<file path="config.mk">
export PLATFORM = sky130hd
export DESIGN_NAME = sync_master_serial_receiver
export DESIGN_NICKNAME = d
export VERILOG_FILES = /design/src/verilog/sync_rx_pkg.sv /design/src/verilog/baud_tick.sv /design/src/verilog/sync_master_serial_receiver.sv
export SDC_FILE = /design/constraint.sdc
export NUM_CORES = 1
export LEC_CHECK = 0
export BUFFER_PORTS_ARGS = -buffer_cell sky130_fd_sc_hd__buf_2
export CAP_MARGIN = 20
export CELL_PAD_IN_SITES_DETAIL_PLACEMENT = 0
export CELL_PAD_IN_SITES_GLOBAL_PLACEMENT = 1
export CORE_ASPECT_RATIO = 1.5
export CORE_MARGIN = 2
export CORE_UTILIZATION = 46
export CTS_BUF_LIST = sky130_fd_sc_hd__clkbuf_4 sky130_fd_sc_hd__clkbuf_8
export CTS_CLUSTER_SIZE = 28
export DETAILED_ROUTE_END_ITERATION = 10
export GPL_ROUTABILITY_DRIVEN = 0
export PLACE_DENSITY_LB_ADDON = 0.1
export SYNTH_ARGS = -nofsm -noshare
export SYNTH_HDL_FRONTEND = slang
export SYNTH_HIERARCHICAL = 1
export SYNTH_SLANG_ARGS = --single-unit
</file>
<file path="constraint.sdc">
create_clock -name pclk -period 3.2 [get_ports pclk]
set_clock_uncertainty 0.2 [all_clocks]
set_input_delay 0.64 -clock pclk [delete_from_list [all_inputs] [get_ports pclk]]
set_output_delay 0.64 -clock pclk [all_outputs]
set_load 0.01 [all_outputs]
</file>
<file path="src/verilog/sync_rx_pkg.sv">
// package for the synchronous master serial receiver
// assumes an apb bus with 32-bit data and byte addresses on word boundaries
package sync_rx_pkg;

    // ------------------------------------------------------------
    // register byte addresses
    // ------------------------------------------------------------
    localparam logic [7:0] ADDR_RSC = 8'h00;    // receive_status_control
    localparam logic [7:0] ADDR_MODE = 8'h04;   // clocked mode, master, divisor width
    localparam logic [7:0] ADDR_BAUD = 8'h08;   // baud_divisor
    localparam logic [7:0] ADDR_RXBUF = 8'h0c;  // receive_buffer
    localparam logic [7:0] ADDR_ISTAT = 8'h10;  // sticky event status
    localparam logic [7:0] ADDR_ICLR = 8'h14;   // write one to clear status
    localparam logic [7:0] ADDR_IEN = 8'h18;    // event enables

    // ------------------------------------------------------------
    // field positions
    // ------------------------------------------------------------
    localparam int RSC_PORT_EN = 7;     // serial_port_enable
    localparam int RSC_NINTH_EN = 6;    // ninth_bit_receive_enable
    localparam int RSC_SINGLE_EN = 5;   // single_receive_enable
    localparam int RSC_CONT_EN = 4;     // continuous_receive_enable
    localparam int RSC_OVERRUN = 1;     // overrun error, read only
    localparam int RSC_NINTH_BIT = 0;   // received ninth bit, read only
    localparam int MODE_CLOCKED = 0;    // clocked_mode_select
    localparam int MODE_MASTER = 1;     // clock_source_master
    localparam int MODE_WIDE = 2;       // wide_divisor_select
    localparam int EV_RX = 0;           // receive_flag / receive_irq_enable
    localparam int EV_OVR = 1;          // overrun event
    localparam int EV_BITS = 2;         // number of events

    // ------------------------------------------------------------
    // word sizes and reset values
    // ------------------------------------------------------------
    localparam logic [3:0] BITS_NARROW = 4'h8;
    localparam logic [3:0] BITS_WIDE = 4'h9;
    localparam logic [15:0] BAUD_RESET = 16'h0000;

    // software configuration held together
    typedef struct packed {
        logic port_en;
        logic ninth_en;
        logic single_en;
        logic cont_en;
        logic clocked;
        logic master;
        logic wide;
    } cfg_t;

    // receive sequencer states
    typedef enum logic [2:0] {
        ST_IDLE = 3'b001,
        ST_HIGH = 3'b010,
        ST_LOW = 3'b100
    } rx_state_t;

endpackage
</file>
<file path="src/verilog/baud_tick.sv">
// baud divisor tick generator for the shift clock
// assumes run is a level from the same clock domain
`timescale 1ns/1ns
`default_nettype none
module baud_tick
    import sync_rx_pkg::*;
(
    // clock and reset
    input wire logic pclk,
    input wire logic presetn,
    // control
    input wire logic run,
    input wire logic wide,
    input wire logic [15:0] divisor,
    // one pulse per half shift clock period
    output logic tick
);
    // ------------------------------------------------------------
    // half period counter
    // ------------------------------------------------------------
    logic [15:0] cnt_q, cnt_d;  // counts up to the divisor
    logic [15:0] limit;         // narrow divisor uses the low byte only

    always_comb begin
        limit = wide ? divisor : {8'h00, divisor[7:0]};
        tick = run && (cnt_q == limit);
        // held at zero while stopped so the first half period is full length
        if (!run || tick) begin
            cnt_d = 16'h0000;
        end else begin
            cnt_d = cnt_q + 16'h0001;
        end
    end

    always_ff @(posedge pclk or negedge presetn) begin
        if (!presetn) begin
            cnt_q <= 16'h0000;
        end else begin
            cnt_q <= cnt_d;
        end
    end
endmodule
`default_nettype wire

</file>
<file path="src/verilog/sync_master_serial_receiver.sv">
// synchronous master receive path with apb registers and one interrupt
// assumes the slave changes data after the rising shift clock edge
//
// Functional notes
// RQ1 - clocked mode plus single or continuous starts reception
// RQ2 - data sampled on falling shift clock edge
// RQ3 - single mode receives exactly one word
// RQ4 - continuous mode repeats until its bit clears; here an overrun also halts it while the bit is still set
// RQ5 - both enables set behaves as continuous
// RQ6 - software loads divisor and width before enabling
// RQ7 - software sets clocked, port and master together
// RQ8 - software clears both enables during setup
// RQ9 - completion sets flag, interrupt only when enabled
// RQ10 - ninth bit enable gives nine-bit words
// RQ11 - ninth bit and error readable in status
// RQ12 - buffer read returns low eight bits
// RQ13 - error latched until continuous enable cleared
// RQ14 - software sets global and peripheral enables
// RQ15 - single word end clears single enable, stops clock
//
// The implementer's own choices: the APB register port and the register addresses.
`timescale 1ns/1ns
`default_nettype none
module sync_master_serial_receiver
    import sync_rx_pkg::*;
(
    // clock and reset
    input wire logic pclk,
    input wire logic presetn,
    // apb slave
    input wire logic psel,
    input wire logic penable,
    input wire logic pwrite,
    input wire logic [7:0] paddr,
    input wire logic [31:0] pwdata,
    output logic [31:0] prdata,
    output logic pready,
    output logic pslverr,
    // serial link
    input wire logic serial_data_in_pin,
    output logic shift_clk_out,
    output logic shift_clk_oe_n,
    // interrupt
    output logic irq
);
    // ------------------------------------------------------------
    // state declarations
    // ------------------------------------------------------------
    cfg_t cfg_q, cfg_d;                 // software configuration
    logic [15:0] baud_q, baud_d;        // baud_divisor
    logic [EV_BITS-1:0] stat_q, stat_d; // sticky events
    logic [EV_BITS-1:0] ien_q, ien_d;   // event enables
    logic oerr_q, oerr_d;               // latched overrun error
    logic [8:0] rxbuf_q, rxbuf_d;       // last received word
    logic [8:0] shift_q, shift_d;       // incoming bits, lsb first
    logic [3:0] bits_q, bits_d;         // bits taken in this word
    rx_state_t state_q, state_d;        // sequencer
    logic [31:0] rdata_q, rdata_d;      // read data captured at setup
    logic err_q, err_d;                 // unmapped address flag
    logic sync1_q, sync2_q;             // data pin synchroniser
    logic tick;                         // half period pulse
    logic active;                       // reception allowed
    logic done;                         // last bit sampled this cycle
    logic [8:0] word;                   // assembled word at done
    logic wr, rd;                       // completing access strobes

    // decode a mapped address
    function automatic logic mapped(input logic [7:0] a);
        return (a == ADDR_RSC) || (a == ADDR_MODE) || (a == ADDR_BAUD) || (a == ADDR_RXBUF)
            || (a == ADDR_ISTAT) || (a == ADDR_ICLR) || (a == ADDR_IEN);
    endfunction

    // ------------------------------------------------------------
    // apb handshake
    // ------------------------------------------------------------
    // zero wait: data is captured in setup so the answer comes from flops
    assign pready = 1'b1;
    assign prdata = rdata_q;
    assign pslverr = err_q && psel && penable;
    assign wr = psel && penable && pwrite && !err_q;
    assign rd = psel && penable && !pwrite && !err_q;

    // read mux, evaluated in the setup cycle
    always_comb begin
        rdata_d = rdata_q;
        err_d = err_q;
        if (psel && !penable) begin
            err_d = !mapped(paddr);
            rdata_d = 32'h0000_0000;
            unique case (paddr)
                ADDR_RSC: begin
                    rdata_d[RSC_PORT_EN] = cfg_q.port_en;
                    rdata_d[RSC_NINTH_EN] = cfg_q.ninth_en;
                    rdata_d[RSC_SINGLE_EN] = cfg_q.single_en;
                    rdata_d[RSC_CONT_EN] = cfg_q.cont_en;
                    rdata_d[RSC_OVERRUN] = oerr_q;          // RQ11
                    rdata_d[RSC_NINTH_BIT] = rxbuf_q[8];    // RQ11
                end
                ADDR_MODE: begin
                    rdata_d[MODE_CLOCKED] = cfg_q.clocked;
                    rdata_d[MODE_MASTER] = cfg_q.master;
                    rdata_d[MODE_WIDE] = cfg_q.wide;
                end
                ADDR_BAUD: rdata_d[15:0] = baud_q;
                ADDR_RXBUF: rdata_d[7:0] = rxbuf_q[7:0];    // RQ12
                ADDR_ISTAT: rdata_d[EV_BITS-1:0] = stat_q;
                ADDR_IEN: rdata_d[EV_BITS-1:0] = ien_q;
                default: rdata_d = 32'h0000_0000;           // clear reg and holes read zero
            endcase
        end
    end

    always_ff @(posedge pclk or negedge presetn) begin
        if (!presetn) begin
            rdata_q <= 32'h0000_0000;
            err_q <= 1'b0;
        end else begin
            rdata_q <= rdata_d;
            err_q <= err_d;
        end
    end

    // ------------------------------------------------------------
    // data pin synchroniser
    // ------------------------------------------------------------
    always_ff @(posedge pclk or negedge presetn) begin
        if (!presetn) begin
            sync1_q <= 1'b0;
            sync2_q <= 1'b0;
        end else begin
            sync1_q <= serial_data_in_pin;
            sync2_q <= sync1_q;
        end
    end

    // ------------------------------------------------------------
    // shift clock divider
    // ------------------------------------------------------------
    baud_tick u_baud (
        .pclk(pclk),
        .presetn(presetn),
        .run(active || (state_q != ST_IDLE)),
        .wide(cfg_q.wide),
        .divisor(baud_q),
        .tick(tick)
    );

    // ------------------------------------------------------------
    // receive sequencer
    // ------------------------------------------------------------
    // overrun halts the link: the slave would otherwise lose words silently
    assign active = cfg_q.clocked && cfg_q.port_en && cfg_q.master
        && (cfg_q.single_en || cfg_q.cont_en) && !oerr_q;   // RQ1
    // clock is high only in the high phase, straight from state flops
    assign shift_clk_out = state_q[1];
    assign shift_clk_oe_n = !(cfg_q.port_en && cfg_q.clocked && cfg_q.master);

    always_comb begin
        state_d = state_q;
        bits_d = bits_q;
        shift_d = shift_q;
        done = 1'b0;
        // word assembled from the bit sampled now and those shifted before
        word = cfg_q.ninth_en ? {sync2_q, shift_q[8:1]}
            : {1'b0, sync2_q, shift_q[8:2]};                // RQ10
        unique case (state_q)
            ST_IDLE: begin
                bits_d = 4'h0;
                if (active && tick) begin
                    state_d = ST_HIGH;                      // RQ1
                end
            end
            ST_HIGH: begin
                if (tick) begin
                    // falling edge: take the bit
                    shift_d = {sync2_q, shift_q[8:1]};      // RQ2
                    bits_d = bits_q + 4'h1;
                    if (bits_q + 4'h1 == (cfg_q.ninth_en ? BITS_WIDE : BITS_NARROW)) begin
                        done = 1'b1;
                        state_d = ST_IDLE;                  // RQ15
                    end else begin
                        state_d = ST_LOW;
                    end
                end
            end
            ST_LOW: begin
                if (!active) begin
                    state_d = ST_IDLE;                      // aborted by software
                end else if (tick) begin
                    state_d = ST_HIGH;
                end
            end
            default: state_d = ST_IDLE;
        endcase
    end

    always_ff @(posedge pclk or negedge presetn) begin
        if (!presetn) begin
            state_q <= ST_IDLE;
            bits_q <= 4'h0;
            shift_q <= 9'h000;
        end else begin
            state_q <= state_d;
            bits_q <= bits_d;
            shift_q <= shift_d;
        end
    end

    // ------------------------------------------------------------
    // registers, events and interrupt
    // ------------------------------------------------------------
    always_comb begin
        cfg_d = cfg_q;
        baud_d = baud_q;
        ien_d = ien_q;
        stat_d = stat_q;
        oerr_d = oerr_q;
        rxbuf_d = rxbuf_q;
        if (wr && paddr == ADDR_RSC) begin
            cfg_d.port_en = pwdata[RSC_PORT_EN];
            cfg_d.ninth_en = pwdata[RSC_NINTH_EN];
            cfg_d.single_en = pwdata[RSC_SINGLE_EN];
            cfg_d.cont_en = pwdata[RSC_CONT_EN];
            if (!pwdata[RSC_CONT_EN]) begin
                oerr_d = 1'b0;                              // RQ13
            end
        end
        if (wr && paddr == ADDR_MODE) begin
            cfg_d.clocked = pwdata[MODE_CLOCKED];
            cfg_d.master = pwdata[MODE_MASTER];
            cfg_d.wide = pwdata[MODE_WIDE];
        end
        if (wr && paddr == ADDR_BAUD) begin
            baud_d = pwdata[15:0];
        end
        if (wr && paddr == ADDR_IEN) begin
            ien_d = pwdata[EV_BITS-1:0];
        end
        // clears first so a same-cycle event wins
        if (wr && paddr == ADDR_ICLR) begin
            stat_d = stat_q & ~pwdata[EV_BITS-1:0];
        end
        if (rd && paddr == ADDR_RXBUF) begin
            stat_d[EV_RX] = 1'b0;                           // buffer read consumes the word
        end
        if (done) begin
            if (stat_q[EV_RX] && !(rd && paddr == ADDR_RXBUF)) begin
                oerr_d = 1'b1;                              // unread word kept, new one lost
                stat_d[EV_OVR] = 1'b1;
            end else begin
                rxbuf_d = word;
                stat_d[EV_RX] = 1'b1;                       // RQ9
            end
            if (!cfg_q.cont_en) begin                       // RQ4 RQ5
                cfg_d.single_en = 1'b0;                     // RQ3 RQ15
            end
        end
    end

    always_ff @(posedge pclk or negedge presetn) begin
        if (!presetn) begin
            cfg_q <= '0;
            baud_q <= BAUD_RESET;
            ien_q <= '0;
            stat_q <= '0;
            oerr_q <= 1'b0;
            rxbuf_q <= 9'h000;
        end else begin
            cfg_q <= cfg_d;
            baud_q <= baud_d;
            ien_q <= ien_d;
            stat_q <= stat_d;
            oerr_q <= oerr_d;
            rxbuf_q <= rxbuf_d;
        end
    end

    // level interrupt from enabled sticky events
    assign irq = |(stat_q & ien_q);                         // RQ9

    // ------------------------------------------------------------
    // assertions
    // ------------------------------------------------------------
    property p_start;
        @(posedge pclk) disable iff (!presetn)
        (state_q == ST_IDLE && active && tick) |=> (state_q == ST_HIGH && shift_clk_out);
    endproperty
    a_start: assert property (p_start) else $error("reception did not start"); // RQ1

    property p_fall_sample;
        @(posedge pclk) disable iff (!presetn)
        (state_q == ST_HIGH && tick) |=> !shift_clk_out && shift_q[8] == $past(sync2_q);
    endproperty
    a_fall_sample: assert property (p_fall_sample) else $error("bit not taken on fall"); // RQ2

    property p_single_stop;
        @(posedge pclk) disable iff (!presetn)
        (done && !cfg_q.cont_en) |=> !cfg_q.single_en ##0 (state_q == ST_IDLE)[*2];
    endproperty
    a_single_stop: assert property (p_single_stop) else $error("single word did not stop"); // RQ3

    property p_cont_keep;
        @(posedge pclk) disable iff (!presetn)
        (done && cfg_q.cont_en && !(wr && paddr == ADDR_RSC)) |=> cfg_q.cont_en;
    endproperty
    a_cont_keep: assert property (p_cont_keep) else $error("continuous mode dropped"); // RQ4

    property p_both_cont;
        @(posedge pclk) disable iff (!presetn)
        (done && cfg_q.cont_en && cfg_q.single_en && !wr) |=> cfg_q.single_en;
    endproperty
    a_both_cont: assert property (p_both_cont) else $error("single request not ignored"); // RQ5

    property p_flag_irq;
        @(posedge pclk) disable iff (!presetn)
        $rose(stat_q[EV_RX]) |-> $past(state_q == ST_HIGH) && (irq || !ien_q[EV_RX]);
    endproperty
    a_flag_irq: assert property (p_flag_irq) else $error("flag or interrupt wrong"); // RQ9

    property p_narrow;
        @(posedge pclk) disable iff (!presetn)
        (done && !cfg_q.ninth_en && !stat_q[EV_RX]) |=> rxbuf_q[8] == 1'b0;
    endproperty
    a_narrow: assert property (p_narrow) else $error("ninth bit set in 8-bit word"); // RQ10

    property p_err_hold;
        @(posedge pclk) disable iff (!presetn)
        (oerr_q && !(wr && paddr == ADDR_RSC)) |=> oerr_q && !active;
    endproperty
    a_err_hold: assert property (p_err_hold) else $error("error not held"); // RQ13

endmodule
`default_nettype wire

</file>
Word level (Yosys, flattened, before mapping)
Index checks and enable logic that the tools add are counted.
{"block": "classes", "n_addsub": 2, "n_eq_ne": 15, "n_mux": 32, "bitwise_logic": 4, "n_reduce_logical": 45}
{"cell": "$mux 16", "count": 2}
{"cell": "$eq 8x5->1 const B", "count": 3}
{"cell": "$logic_and 1x1->1", "count": 21}
{"cell": "$add 16x1->16 const B", "count": 1}
{"cell": "$eq 16x16->1", "count": 1}
{"cell": "$eq 8x4->1 const B", "count": 2}
{"cell": "$mux 3", "count": 5}
{"cell": "$mux 1", "count": 13}
{"cell": "$pmux 2 s6", "count": 1}
{"cell": "$pmux 4 s3", "count": 1}
{"cell": "$logic_or 1x1->1", "count": 9}
{"cell": "$mux 9", "count": 1}
{"cell": "$pmux 3 s3", "count": 1}
{"cell": "$eq 8x3->1 const B", "count": 1}
{"cell": "$logic_not 1->1", "count": 8}
{"cell": "$logic_not 8->1", "count": 1}
{"cell": "$mux 8", "count": 1}
{"cell": "$pmux 4 s2", "count": 1}
{"cell": "$mux 2", "count": 3}
{"cell": "$reduce_and 2->1", "count": 3}
{"cell": "$add 4x1->4 const B", "count": 1}
{"cell": "$and 2x2->2", "count": 2}
{"cell": "$eq 4x4->1", "count": 1}
{"cell": "$mux 4", "count": 1}
{"cell": "other kinds (13)", "count": 14}
{"block": "totals", "ff_bits": 88, "input_bits": 46, "out_inout_bits": 37}

Longest topological paths before layout
Gate-level depths: netlist of the first run.
{"block": "logic_depth", "word_depth": 9, "ltp_mapped": 9, "ltp_nobuf": 8}

Hierarchy
Netlist of the first run, hierarchy kept.
{"mod": "sync_master_serial_receiver", "n_inst": 1, "cells_per_inst": 281, "area_each_um2": 3445.8}
{"mod": "baud_tick", "n_inst": 1, "cells_per_inst": 122, "area_each_um2": 1248.7}

Worst setup path before layout of the first run
OpenSTA, ideal clock, no wires.
{"block": "synth_path", "path_kind": "reg2reg", "startpoint": "reg u_baud.cnt_q[8]", "endpoint": "reg rxbuf_q[0]", "setup_ns": 0.125, "arrival_ns": 2.527, "slack_ns": 0.348, "stages_incl_launch_ff": 10, "cell_sequence": "dfrtp_1 > buf_2 > and4bb_2 > a2bb2oi_2 > a211oi_4 > and4_1 > nand2b_1 > nor2_2 > nand4_4 > mux2_2"}
{"block": "synth_between", "elab_chain_cells": 5}
{"element": "from (decl)", "line": "baud_tick.sv:21", "source": "logic [15:0] cnt_q, cnt_d;"}
{"element": "from (signal assigned)", "line": "baud_tick.sv:39", "source": "cnt_q <= cnt_d;"}
{"element": "$eq 16x16->1", "line": "baud_tick.sv:26", "source": "tick = run && (cnt_q == limit);"}
{"element": "$logic_and 1x1->1", "line": "baud_tick.sv:26"}
{"element": "named net tick", "line": "sync_master_serial_receiver.sv:61", "source": "logic tick;"}
{"element": "$mux 1", "line": "sync_master_serial_receiver.sv:174", "source": "if (tick) begin"}
{"element": "$mux 1", "line": "sync_master_serial_receiver.sv:166", "source": "unique case (state_q)"}
{"element": "$reduce_and 2->1 (no source line)"}
{"element": "to (signal assigned)", "line": "sync_master_serial_receiver.sv:274", "source": "rxbuf_q <= rxbuf_d;"}
{"element": "to (decl)", "line": "sync_master_serial_receiver.sv:54", "source": "logic [8:0] rxbuf_q, rxbuf_d;"}
The timed path passes the listed nets, and every way through them passes these cells.
A chain may end at the register's enable or synchronous reset.

==> flow_metrics.py, run 1 <==
metrics = {
    "global_routing": {
        "maximum_number_of_pins_on_one_net_before_global_route_repair": 88,
        "grt_util_met2_pct": 31.6,
        "grt_met3_use_pct": 3.41,
        "number_of_global_route_vias_before_repair": 3273,
        "grt_antenna_before_repair": 0,
        "grt_usage_pct": 18.9,
        "grt_pass1_wl_mm": 16.4,
        "gr-max-usage-layer": "met2",
        "grt.overflow.total": 0,
        "grt.met1_usage_pct": 24.0,
    },
    "critical_path": {
        "worstPathRequired_ps": 3260,
        "crit_path_max_fanout": 17,
        "reg2reg_setup_slack_ps": 360,
        "worst-setup-path-type": "reg -> reg",
        "worst_reg2reg_startpoint": "u_baud/cnt_q[10]",
        "cp-end-kind": "flip-flop",
        "worstPathArrival_ps": 2900,
        "r2r_end": "cfg_q[4]",
        "worst-r2r-cell-count": 9,
        "setup_crit_start_kind": "flip-flop",
    },
    "cells_and_area": {
        "drive_gt1_share_pct": 33.5,
        "final_layout_fill_cell_count": 934,
        "flow.area_growth_from_synthesis_pct": 10.7,
        "area_of_combinational_cells_with_multiple_inputs_um2": 2290,
        "final_design_area_no_fill_um2": 5200,
        "post-route-util_pct": 51.9,
        "num_antenna_cells": 0,
        "sequential_cell_area_um2": 2180,
        "final_net_count": 494,
    },
    "die": {
        "core.rowCount": 45,
        "i_o_pin_count": 83,
        "die_w_um": 86.5,
        "die_area_um2": 11000,
        "start_util_pct": 46.8,
        "design.core.area_um2": 10000,
        "chipHeight_um": 128,
    },
    "sta": {
        "timing.fmax_mhz": 352,
        "timing.final.max_slew_violations": 0,
        "final.min_clock_period_ps": 2840,
        "hold_viol": 0,
        "slew_at_the_pin_closest_to_its_max_slew_limit_ps": 770,
        "finalSetupViolations": 0,
        "timing.setup.tns_ps": 0,
        "final.period_utilization_pct": 88.8,
        "timing.slew.headroom_pct": 48.7,
        "rsz0062_at_grt": "no",
        "hold-worst-slack_ps": 78.4,
    },
    "cts": {
        "cts_setup_buffers": 0,
        "clock_tree.root_cell": "clkbuf_8",
        "clock_insertion_delay_worst_skew_ps": 360,
        "cts_made_buffers": 9,
        "cts.sinks": 87,
        "htree_num_levels": 3,
        "cts-hold-fix-buffers": 0,
        "clockBufferDepth": 2,
        "clkSlewWorstSetupHoldPaths_ps": 90,
        "cts.repair.resized": 0,
        "tritoncts_clock_tree": "done",
    },
    "worst_hold_path": {
        "timing.hold.worst.class": "in -> async",
    },
    "drt": {
        "routed_via_density": 5.70,
        "drc_errors": 0,
        "drt-pass1-iter-count": 4,
        "via_count": 3237,
        "first_iter_violations": 95,
        "wire_length_after_detailed_routing_mm": 9.91,
        "wire_per_inst_um": 17.4,
        "route.antenna.remaining_nets": 0,
    },
    "placed_design": {
        "numPortBuffers": 49,
        "place.detailed.hpwl_mm": 7.11,
        "postPlaceCellArea_um2": 4980,
    },
    "run": {
        "cap_violations": 0,
    },
    "synthesis": {
        "synth_ff_type": "dfrtp_1",
        "yosysSeqAreaShare_pct": 46.4,
        "syn-cell-area_um2": 4690,
        "synth_top_area_share_pct": 45.8,
        "synth_cell_types": 57,
        "synthesis.yosys.warnings": 6,
        "synth_edf_count": 0,
        "async_flop_share_pct": 100,
        "ys_ff_latch": 87,
        "synth.area.top_cells": "dfrtp_1 (46%), mux2_2 (13%), xnor2_1 (4.1%)",
        "average_cell_area_after_synthesis_um2": 11.6,
        "synthesis.instances": 403,
        "synth_largest_area_cell": "dfrtp_1",
    },
    "outcome": {
        "outcome": "complete, no violations",
    },
    "power": {
        "total_power_w": 0.00203,
        "leakagePower_nw": 2.37,
        "power.density_nw_per_um2": 390,
        "vdd_ir_drop_max_mv": 0.277,
    },
}
[stage by stage]
stage          setup WS, ps  cells
2_1_floorplan           348    418
3_3_place_gp            394    552
3_5_place_dp            362    552
4_1_cts                 338    568
5_1_grt                 154    568
6_report                358    568
[layout by cell type, fill, tap and decap left out, types with 3 or more instances in the layout]
| master | Yosys | routed |
|---|---|---|
| a21oi_1 | 5 | 5 |
| a22o_1 | 17 | 17 |
| a311oi_1 | 7 | 7 |
| a311oi_2 | 9 | 9 |
| a31oi_1 | 3 | 3 |
| buf_2 | 5 | 48 |
| buf_4 | 19 | 9 |
| clkbuf_8 | 0 | 11 |
| conb_1 | 2 | 17 |
| dfrtp_1 | 86 | 86 |
| inv_1 | 11 | 11 |
| inv_6 | 0 | 3 |
| mux2_2 | 54 | 54 |
| mux2i_1 | 5 | 5 |
| nand2_1 | 14 | 14 |
| nand2b_1 | 5 | 5 |
| nand3_1 | 15 | 15 |
| nand3b_1 | 3 | 3 |
| nand4_1 | 5 | 5 |
| nor2_1 | 10 | 10 |
| nor3_1 | 13 | 13 |
| nor4_1 | 8 | 8 |
| o21a_1 | 4 | 4 |
| o21ai_0 | 11 | 11 |
| o22ai_1 | 5 | 5 |
| o31ai_1 | 3 | 3 |
| o41ai_1 | 3 | 3 |
| xnor2_1 | 22 | 22 |
| xor2_1 | 8 | 8 |
[layout make-up]
| cell class | count | area share (%) |
|---|---|---|
| clock buffers | 11 | 2.91 |
| repair buffers | 58 | 6.31 |
| clock inverters | 5 | 1.18 |
| multi-input cells | 279 | 44.1 |
| flip-flops and latches | 87 | 41.9 |
| inverters | 11 | 0.794 |
| well taps | 117 | 2.82 |
[worst max-delay path by stage]
stage,slack (ps),startpoint,endpoint,cells after the start
4_1_cts,340,cfg_q[0],cfg_q[4],9
5_1_grt,150,cfg_q[0],rxbuf_q[6],8
6_report,360,u_baud/cnt_q[10],cfg_q[4],9
3_3_place_gp,390,cfg_q[0],cfg_q[4],9
3_5_place_dp,360,u_baud/cnt_q[10],cfg_q[4],9
2_1_floorplan,350,u_baud/cnt_q[8],rxbuf_q[0],9
[registers in the layout, indices dropped and copies added (netlist names)]
signal        cells
baud_q           16
bits_q            4
cfg_q             7
err_q             1
ien_q             2
oerr_q            1
prdata           16
rxbuf_q           9
shift_q           8
stat_q            2
state_q           3
sync1_q           1
sync2_q           1
u_baud/cnt_q     16
[power by group]
group	switching, W	leakage [nW]	internal (W)	total [W]
combinational	0.0000704	1.06	0.0000350	0.000105
sequential	0.00000621	1.20	0.00110	0.00111
clock	0.000402	0.111	0.000411	0.000813
total	0.000479	2.37	0.00155	0.00203
[cells by family after synthesis]
logic type,Yosys count,synth area share (%)
other cells,2,0.160
buf+inv,52,6.00
flops,87,46.4
xor+xnor,30,5.60
mux,61,15.0
simple gates,93,12.0
fa+ha+maj,2,0.533
compound gates,76,14.4
[synthesized netlist by cell type, types with 2 or more instances]
master	count
mux4_2	2
ha_1	2
xor2_1	8
and4b_1	2
a22o_1	17
or3_1	2
o21a_1	4
o22ai_1	5
dfrtp_1	86
nand2b_1	5
nand3b_1	3
a21oi_1	5
mux2i_1	5
conb_1	2
a311oi_1	7
nand3_1	15
nor3_1	13
nand4_1	5
buf_2	5
xnor2_1	22
nand4_4	2
nor4_1	8
and3_1	2
a22oi_1	2
buf_1	2
clkbuf_1	13
o41ai_1	3
mux2_2	54
inv_1	11
o21ai_0	11
o31ai_1	3
a31oi_1	3
nand4b_1	2
buf_4	19
nor2_1	10
nand2_1	14
a311oi_2	9
[worst max-delay path, cell delays in order, from the launching register on]
cell      delay, ps
dfrtp_1         440
nor4bb_1        330
a31o_1          160
a22o_4          280
and4_1          400
nand2b_1        150
nor2_2          190
buf_4           200
nand3_1         150
o21a_1          220
[metal layers]
metal | vias to the layer above | routed length, µm
met1 | 1614 | 4330
met5 | - | 0
met4 | 0 | 229
li1 | 1560 | -
met2 | 52 | 5030
met3 | 11 | 306
Note: power is estimated with default switching activity, not from simulation.
==> inputs of run 2 (changes only) <==
--- a/config.mk
+++ b/config.mk
@@ -17,6 +17,7 @@
 export DETAILED_ROUTE_END_ITERATION = 10
 export GPL_ROUTABILITY_DRIVEN = 0
 export PLACE_DENSITY_LB_ADDON = 0.1
+export RECOVER_POWER = 100
 export SYNTH_ARGS = -nofsm -noshare
 export SYNTH_HDL_FRONTEND = slang
 export SYNTH_HIERARCHICAL = 1
==> flow_metrics.py, run 2 (synthesis gave the netlist of run 1 again) <==
metrics = {
    "sta": {
        "hold_viol": 0,
        "timing.setup.tns_ps": 0,
        "rsz0062_at_grt": "no",
        "slew_at_the_pin_closest_to_its_max_slew_limit_ps": 2150,
        "timing.slew.headroom_pct": -43.5,
        "timing.fmax_mhz": 351,
        "timing.final.max_slew_violations": 88,
        "final.period_utilization_pct": 89.1,
        "final.min_clock_period_ps": 2850,
        "finalSetupViolations": 0,
        "hold-worst-slack_ps": 161,
    },
    "cts": {
        "cts.repair.resized": 0,
        "clockBufferDepth": 2,
        "cts_made_buffers": 9,
        "clock_tree.root_cell": "clkbuf_8",
        "clkSlewWorstSetupHoldPaths_ps": 90,
        "cts-hold-fix-buffers": 0,
        "cts_setup_buffers": 0,
        "cts.sinks": 87,
        "htree_num_levels": 3,
        "clock_insertion_delay_worst_skew_ps": 360,
        "tritoncts_clock_tree": "done",
    },
    "global_routing": {
        "number_of_global_route_vias_before_repair": 3273,
        "grt_antenna_before_repair": 0,
        "grt_pass1_wl_mm": 16.4,
        "grt_usage_pct": 18.9,
        "grt.overflow.total": 0,
        "maximum_number_of_pins_on_one_net_before_global_route_repair": 88,
    },
    "die": {
        "i_o_pin_count": 83,
        "die_w_um": 86.5,
        "chipHeight_um": 128,
        "die_area_um2": 11000,
        "design.core.area_um2": 10000,
        "core.rowCount": 45,
        "start_util_pct": 46.8,
    },
    "outcome": {
        "outcome": "finished, violations left",
        "violations": "capacitance limit, slew limit",
    },
    "drt": {
        "wire_length_after_detailed_routing_mm": 9.98,
        "first_iter_violations": 92,
        "via_count": 3265,
        "route.antenna.remaining_nets": 0,
        "drc_errors": 0,
        "routed_via_density": 5.75,
        "wire_per_inst_um": 17.6,
        "drt-pass1-iter-count": 4,
    },
    "cells_and_area": {
        "post-route-util_pct": 50.9,
        "final_net_count": 494,
        "fin_cells": 568,
        "layout_commonest_cell": "dfrtp_1",
        "drive_gt1_share_pct": 26.8,
        "layout.cells.most_common_list": "dfrtp_1 (86), mux2_2 (54), buf_2 (28), clkbuf_1 (23), xnor2_1 (22)",
        "final_layout_fill_cell_count": 954,
        "num_antenna_cells": 0,
        "flow.area_growth_from_synthesis_pct": 8.74,
    },
    "critical_path": {
        "worst-setup-path-type": "reg -> reg",
        "path_buf_inv": 1,
        "critical_path.slowest_cell": "dfrtp_1",
        "timing.critical_path.cells": "and4bb_2 -> a2bb2oi_1 -> a211oi_4 -> and4_1 -> nand2b_1 -> nor2_2 -> buf_4 -> nand3_1 -> o21a_1",
        "cp_slowest_stage_delay_ps": 610,
        "crit_path_max_fanout": 13,
        "worstPathRequired_ps": 3260,
        "critical-path-top-delay-family": "simple AND/OR/NAND/NOR gates",
        "worstPathArrival_ps": 2910,
        "cp-end-kind": "flip-flop",
        "setup_crit_start_kind": "flip-flop",
        "reg2reg_setup_slack_ps": 350,
    },
    "power": {
        "total_power_w": 0.00202,
        "power.density_nw_per_um2": 396,
        "leakagePower_nw": 2.26,
        "vdd_ir_drop_max_mv": 0.277,
    },
    "run": {
        "cap_violations": 1,
    },
    "placed_design": {
        "numPortBuffers": 49,
        "numPlacedInstances": 552,
        "place.detailed.hpwl_mm": 7.11,
    },
    "worst_hold_path": {
        "timing.hold.worst.class": "reg -> reg",
    },
}
run 2: cell count changes in the layout (fill, tap and decap cells not counted), sizes merged:
cell	previous run	this run
buf	58	33
clkbuf	11	36
run 2: per-layer routing:
metal	part of all wire [%]	vias to the layer above	GRT usage (%)
li1	-	1557	-
met1	43	1632	24.0
met2	51	65	31.6
met3	3.6	11	3.41
met4	2.3	0	7.90
met5	0	-	0
run 2: final timing paths:
path                          start               end  cells past startpoint
setup reg to reg           cfg_q[0]          cfg_q[4]                      9
hold reg to reg             sync1_q           sync2_q                      0
max in group asynchronous   presetn  u_baud/cnt_q[15]                      2
hold / removal              sync1_q           sync2_q                      0
setup / recovery           cfg_q[0]          cfg_q[4]                      9
min in group asynchronous   presetn  u_baud/cnt_q[12]                      2
run 2: report_power, final:
group,leakage (nW),switching (W),internal [W]
logic,0.952,0.0000692,0.0000308
clock network,0.111,0.000402,0.000411
registers,1.20,0.00000621,0.00110
run 2: through the flow:
step	instance area, µm²	setup WS, ps
after floorplan	4750	348
after global placement	4980	394
after detailed placement	4980	362
after CTS	5200	338
after global routing	5100	122
final	5100	350
run 2: cell type report:
cell class / instances / area (µm²) / share of cell area (%)
clock buffers: 11 / 151 / 2.97
multi-input cells: 279 / 2250 / 44.1
flip-flops and latches: 87 / 2180 / 42.7
inverters: 11 / 41.3 / 0.809
well taps: 117 / 146 / 2.87
repair buffers: 58 / 277 / 5.42
clock inverters: 5 / 61.3 / 1.20
==> inputs of run 3 (changes only) <==
--- a/config.mk
+++ b/config.mk
@@ -11,7 +11,7 @@
 export CELL_PAD_IN_SITES_GLOBAL_PLACEMENT = 1
 export CORE_ASPECT_RATIO = 1.5
 export CORE_MARGIN = 2
-export CORE_UTILIZATION = 46
+export CORE_UTILIZATION = 45
 export CTS_BUF_LIST = sky130_fd_sc_hd__clkbuf_4 sky130_fd_sc_hd__clkbuf_8
 export CTS_CLUSTER_SIZE = 28
 export DETAILED_ROUTE_END_ITERATION = 10
@@ -20,5 +20,4 @@
 export RECOVER_POWER = 100
 export SYNTH_ARGS = -nofsm -noshare
 export SYNTH_HDL_FRONTEND = slang
-export SYNTH_HIERARCHICAL = 1
 export SYNTH_SLANG_ARGS = --single-unit
==> flow_metrics.py, run 3 <==
metrics = {
    "synthesis": {
        "average_cell_area_after_synthesis_um2": 10.8,
        "post_synth_adder_cell_area_pct": 0.555,
        "synth.area.top_cells": "dfrtp_1 (48%), mux2_2 (4.5%), xor2_1 (4.1%)",
        "syn-cell-area_um2": 4510,
        "yosys.cell_count.top_type": "dfrtp_1",
        "async_flop_share_pct": 100,
        "synthesis.instances": 416,
        "synthesis.yosys.warnings": 0,
        "synthTopCellsByCount": "dfrtp_1 (86), nor2_1 (35), nand2_1 (32)",
        "synth_ff_type": "dfrtp_1",
        "synth_mux_area_share_pct": 12.2,
        "synth_edf_count": 0,
        "synth_cell_types": 65,
        "ys_ff_latch": 87,
        "synth_top_area_share_pct": 47.8,
        "synth_simple_gate_area_share_pct": 16.0,
        "synth-xor-area-share_pct": 5.64,
        "yosysSeqAreaShare_pct": 48.3,
        "synth_largest_area_cell": "dfrtp_1",
        "synth_compound_area_share_pct": 11.7,
        "combinational_family_with_the_most_area_after_synthesis": "simple AND/OR/NAND/NOR gates",
    },
    "global_routing": {
        "grt_usage_pct": 18.6,
        "grt_antenna_before_repair": 0,
        "number_of_global_route_vias_before_repair": 3131,
        "maximum_number_of_pins_on_one_net_before_global_route_repair": 52,
        "grt_pass1_wl_mm": 15.7,
        "grt.overflow.total": 0,
    },
    "cells_and_area": {
        "flow.area_growth_from_synthesis_pct": 9.19,
        "num_antenna_cells": 0,
        "final_layout_fill_cell_count": 979,
        "layout.cells.most_common_list": "dfrtp_1 (86), nor2_1 (36), nand2_1 (33), buf_2 (28), o21ai_0 (25)",
        "final_net_count": 510,
        "drive_gt1_share_pct": 17.3,
        "final_design_area_no_fill_um2": 4920,
        "layout_commonest_cell": "dfrtp_1",
    },
    "sta": {
        "final.min_clock_period_ps": 2780,
        "final.period_utilization_pct": 86.9,
        "rsz0062_at_grt": "no",
        "finalSetupViolations": 0,
        "slew_at_the_pin_closest_to_its_max_slew_limit_ps": 1280,
        "timing.slew.headroom_pct": 14.9,
        "hold_viol": 0,
        "timing.fmax_mhz": 360,
        "timing.setup.tns_ps": 0,
        "timing.final.max_slew_violations": 0,
    },
    "critical_path": {
        "reg2reg_setup_slack_ps": 650,
        "cp-end-kind": "flip-flop",
        "worst-setup-path-type": "in -> reg",
        "crit_path_max_fanout": 16,
        "worst-r2r-cell-count": 6,
        "cp_num_cells": 7,
        "cp_slowest_stage_delay_ps": 600,
        "worst_reg2reg_startpoint": "u_baud.cnt_q[2]",
        "worstPathRequired_ps": 3250,
        "r2r_end": "bits_q[3]",
        "path_buf_inv": 1,
        "timing.critical_path.cells": "buf_2 -> or4_1 -> or2_0 -> nor2_1 -> and2_2 -> nand2_4 -> mux2_1",
        "crit_path_start": "paddr[1]",
        "worstPathArrival_ps": 2830,
        "cp-endpoint": "baud_q[12]",
        "setup_crit_start_kind": "input port",
        "critical_path.slowest_cell": "or4_1",
        "critical-path-top-delay-family": "simple AND/OR/NAND/NOR gates",
    },
    "drt": {
        "via_count": 3194,
        "route.antenna.remaining_nets": 0,
        "drt-pass1-iter-count": 4,
        "first_iter_violations": 172,
        "drc_errors": 0,
        "wire_per_inst_um": 16.4,
        "wire_length_after_detailed_routing_mm": 9.54,
        "routed_via_density": 5.49,
    },
    "cts": {
        "tritoncts_clock_tree": "done",
        "htree_num_levels": 3,
        "cts_setup_buffers": 0,
        "clock_tree.root_cell": "clkbuf_8",
        "clkSlewWorstSetupHoldPaths_ps": 90,
        "cts_made_buffers": 9,
        "cts.sinks": 87,
        "clock_insertion_delay_worst_skew_ps": 370,
        "clockBufferDepth": 2,
        "cts.repair.resized": 0,
        "cts-hold-fix-buffers": 0,
    },
    "run": {
        "cap_violations": 0,
    },
    "die": {
        "core.rowCount": 44,
        "chipHeight_um": 127,
        "die_area_um2": 10800,
        "die_w_um": 85.7,
        "start_util_pct": 46.5,
        "design.core.area_um2": 9690,
        "i_o_pin_count": 83,
    },
    "power": {
        "vdd_ir_drop_max_mv": 0.267,
        "leakagePower_nw": 2.34,
        "power.density_nw_per_um2": 437,
    },
    "placed_design": {
        "numPortBuffers": 49,
        "postPlaceCellArea_um2": 4790,
        "place.detailed.hpwl_mm": 7.13,
    },
    "worst_hold_path": {
        "timing.hold.worst.class": "reg -> reg",
    },
    "outcome": {
        "outcome": "complete, no violations",
    },
}
run 3: cell count changes in the layout (fill, tap and decap cells not counted), sizes merged, moves of 9 or more:
cell / delta
nor2: +26
mux2: -25
nand2: +20
a311oi: -16
o21ai: +14
xnor2: -14
xor2: +13
a31oi: +11
mux2i: +9
nor3: -9
run 3: cell type report:
cell class | instances | area [µm²] | area share (%)
Clock buffer | 10 | 138 | 2.80
Clock inverter | 6 | 115 | 2.34
Inverter | 7 | 26.3 | 0.534
Multi-Input combinational cell | 302 | 2060 | 41.9
Sequential cell | 87 | 2180 | 44.3
Tap cell | 115 | 144 | 2.92
Timing Repair Buffer | 55 | 259 | 5.26
run 3: worst min-delay path by stage:
stage / start / to / cells past startpoint
floorplan: sync1_q / sync2_q / 0
global route: serial_data_in_pin / sync1_q / 1
CTS: presetn / cfg_q[5] / 1
global placement: sync1_q / sync2_q / 0
detailed placement: sync1_q / sync2_q / 0
finish: sync1_q / sync2_q / 0
run 3: kinds of logic (layout without fill, tap and decap cells):
logic type | count (synthesis) | in the layout
and+or+nand+nor | 129 | 129
buffers and inverters | 42 | 78
AOI/OAI and AO/OA | 80 | 80
muxes | 45 | 45
xor gates and xnor gates | 29 | 29
DFF | 87 | 87
adders and majority gates | 2 | 2
other | 2 | 17
run 3: metal layers:
| metal | global-route usage, % | up-vias | routed length, µm | part of all wire, % |
|---|---|---|---|---|
| met4 | 8.68 | 0 | 187 | 2.0 |
| met3 | 3.84 | 19 | 413 | 4.3 |
| met2 | 30.4 | 63 | 4770 | 50 |
| li1 | - | 1549 | - | - |
| met5 | 0 | - | 0 | 0 |
| met1 | 23.6 | 1563 | 4170 | 44 |
run 3: where the power goes:
part / internal, W / total [W] / switching (W)
clock: 0.000544 / 0.000949 / 0.000405
combinational: 0.0000269 / 0.0000911 / 0.0000642
sequential: 0.00110 / 0.00111 / 0.00000584
run 3: through the flow:
stage / total power, W / hold slack, ps / worst slack, ps / util, % / instances
final: 0.00215 / 161 / 418 / 50.8 / 582
after CTS: 0.00219 / 124 / 688 / 52.1 / 582
after detailed placement: 0.00123 / 142 / 390 / 49.5 / 566
after global routing: 0.00223 / 157 / 305 / 50.8 / 582
after global placement: 0.00123 / 132 / 412 / 49.5 / 566
after floorplan: 0.00119 / 131 / 560 / - / 431
run 3: worst register-to-register path, stage by stage (launching register included):
cell      delay, ps
dfrtp_1         470
xor2_1          190
nor4_1          310
o211ai_1        260
or4_1           640
or3_1           330
o21ai_0          70
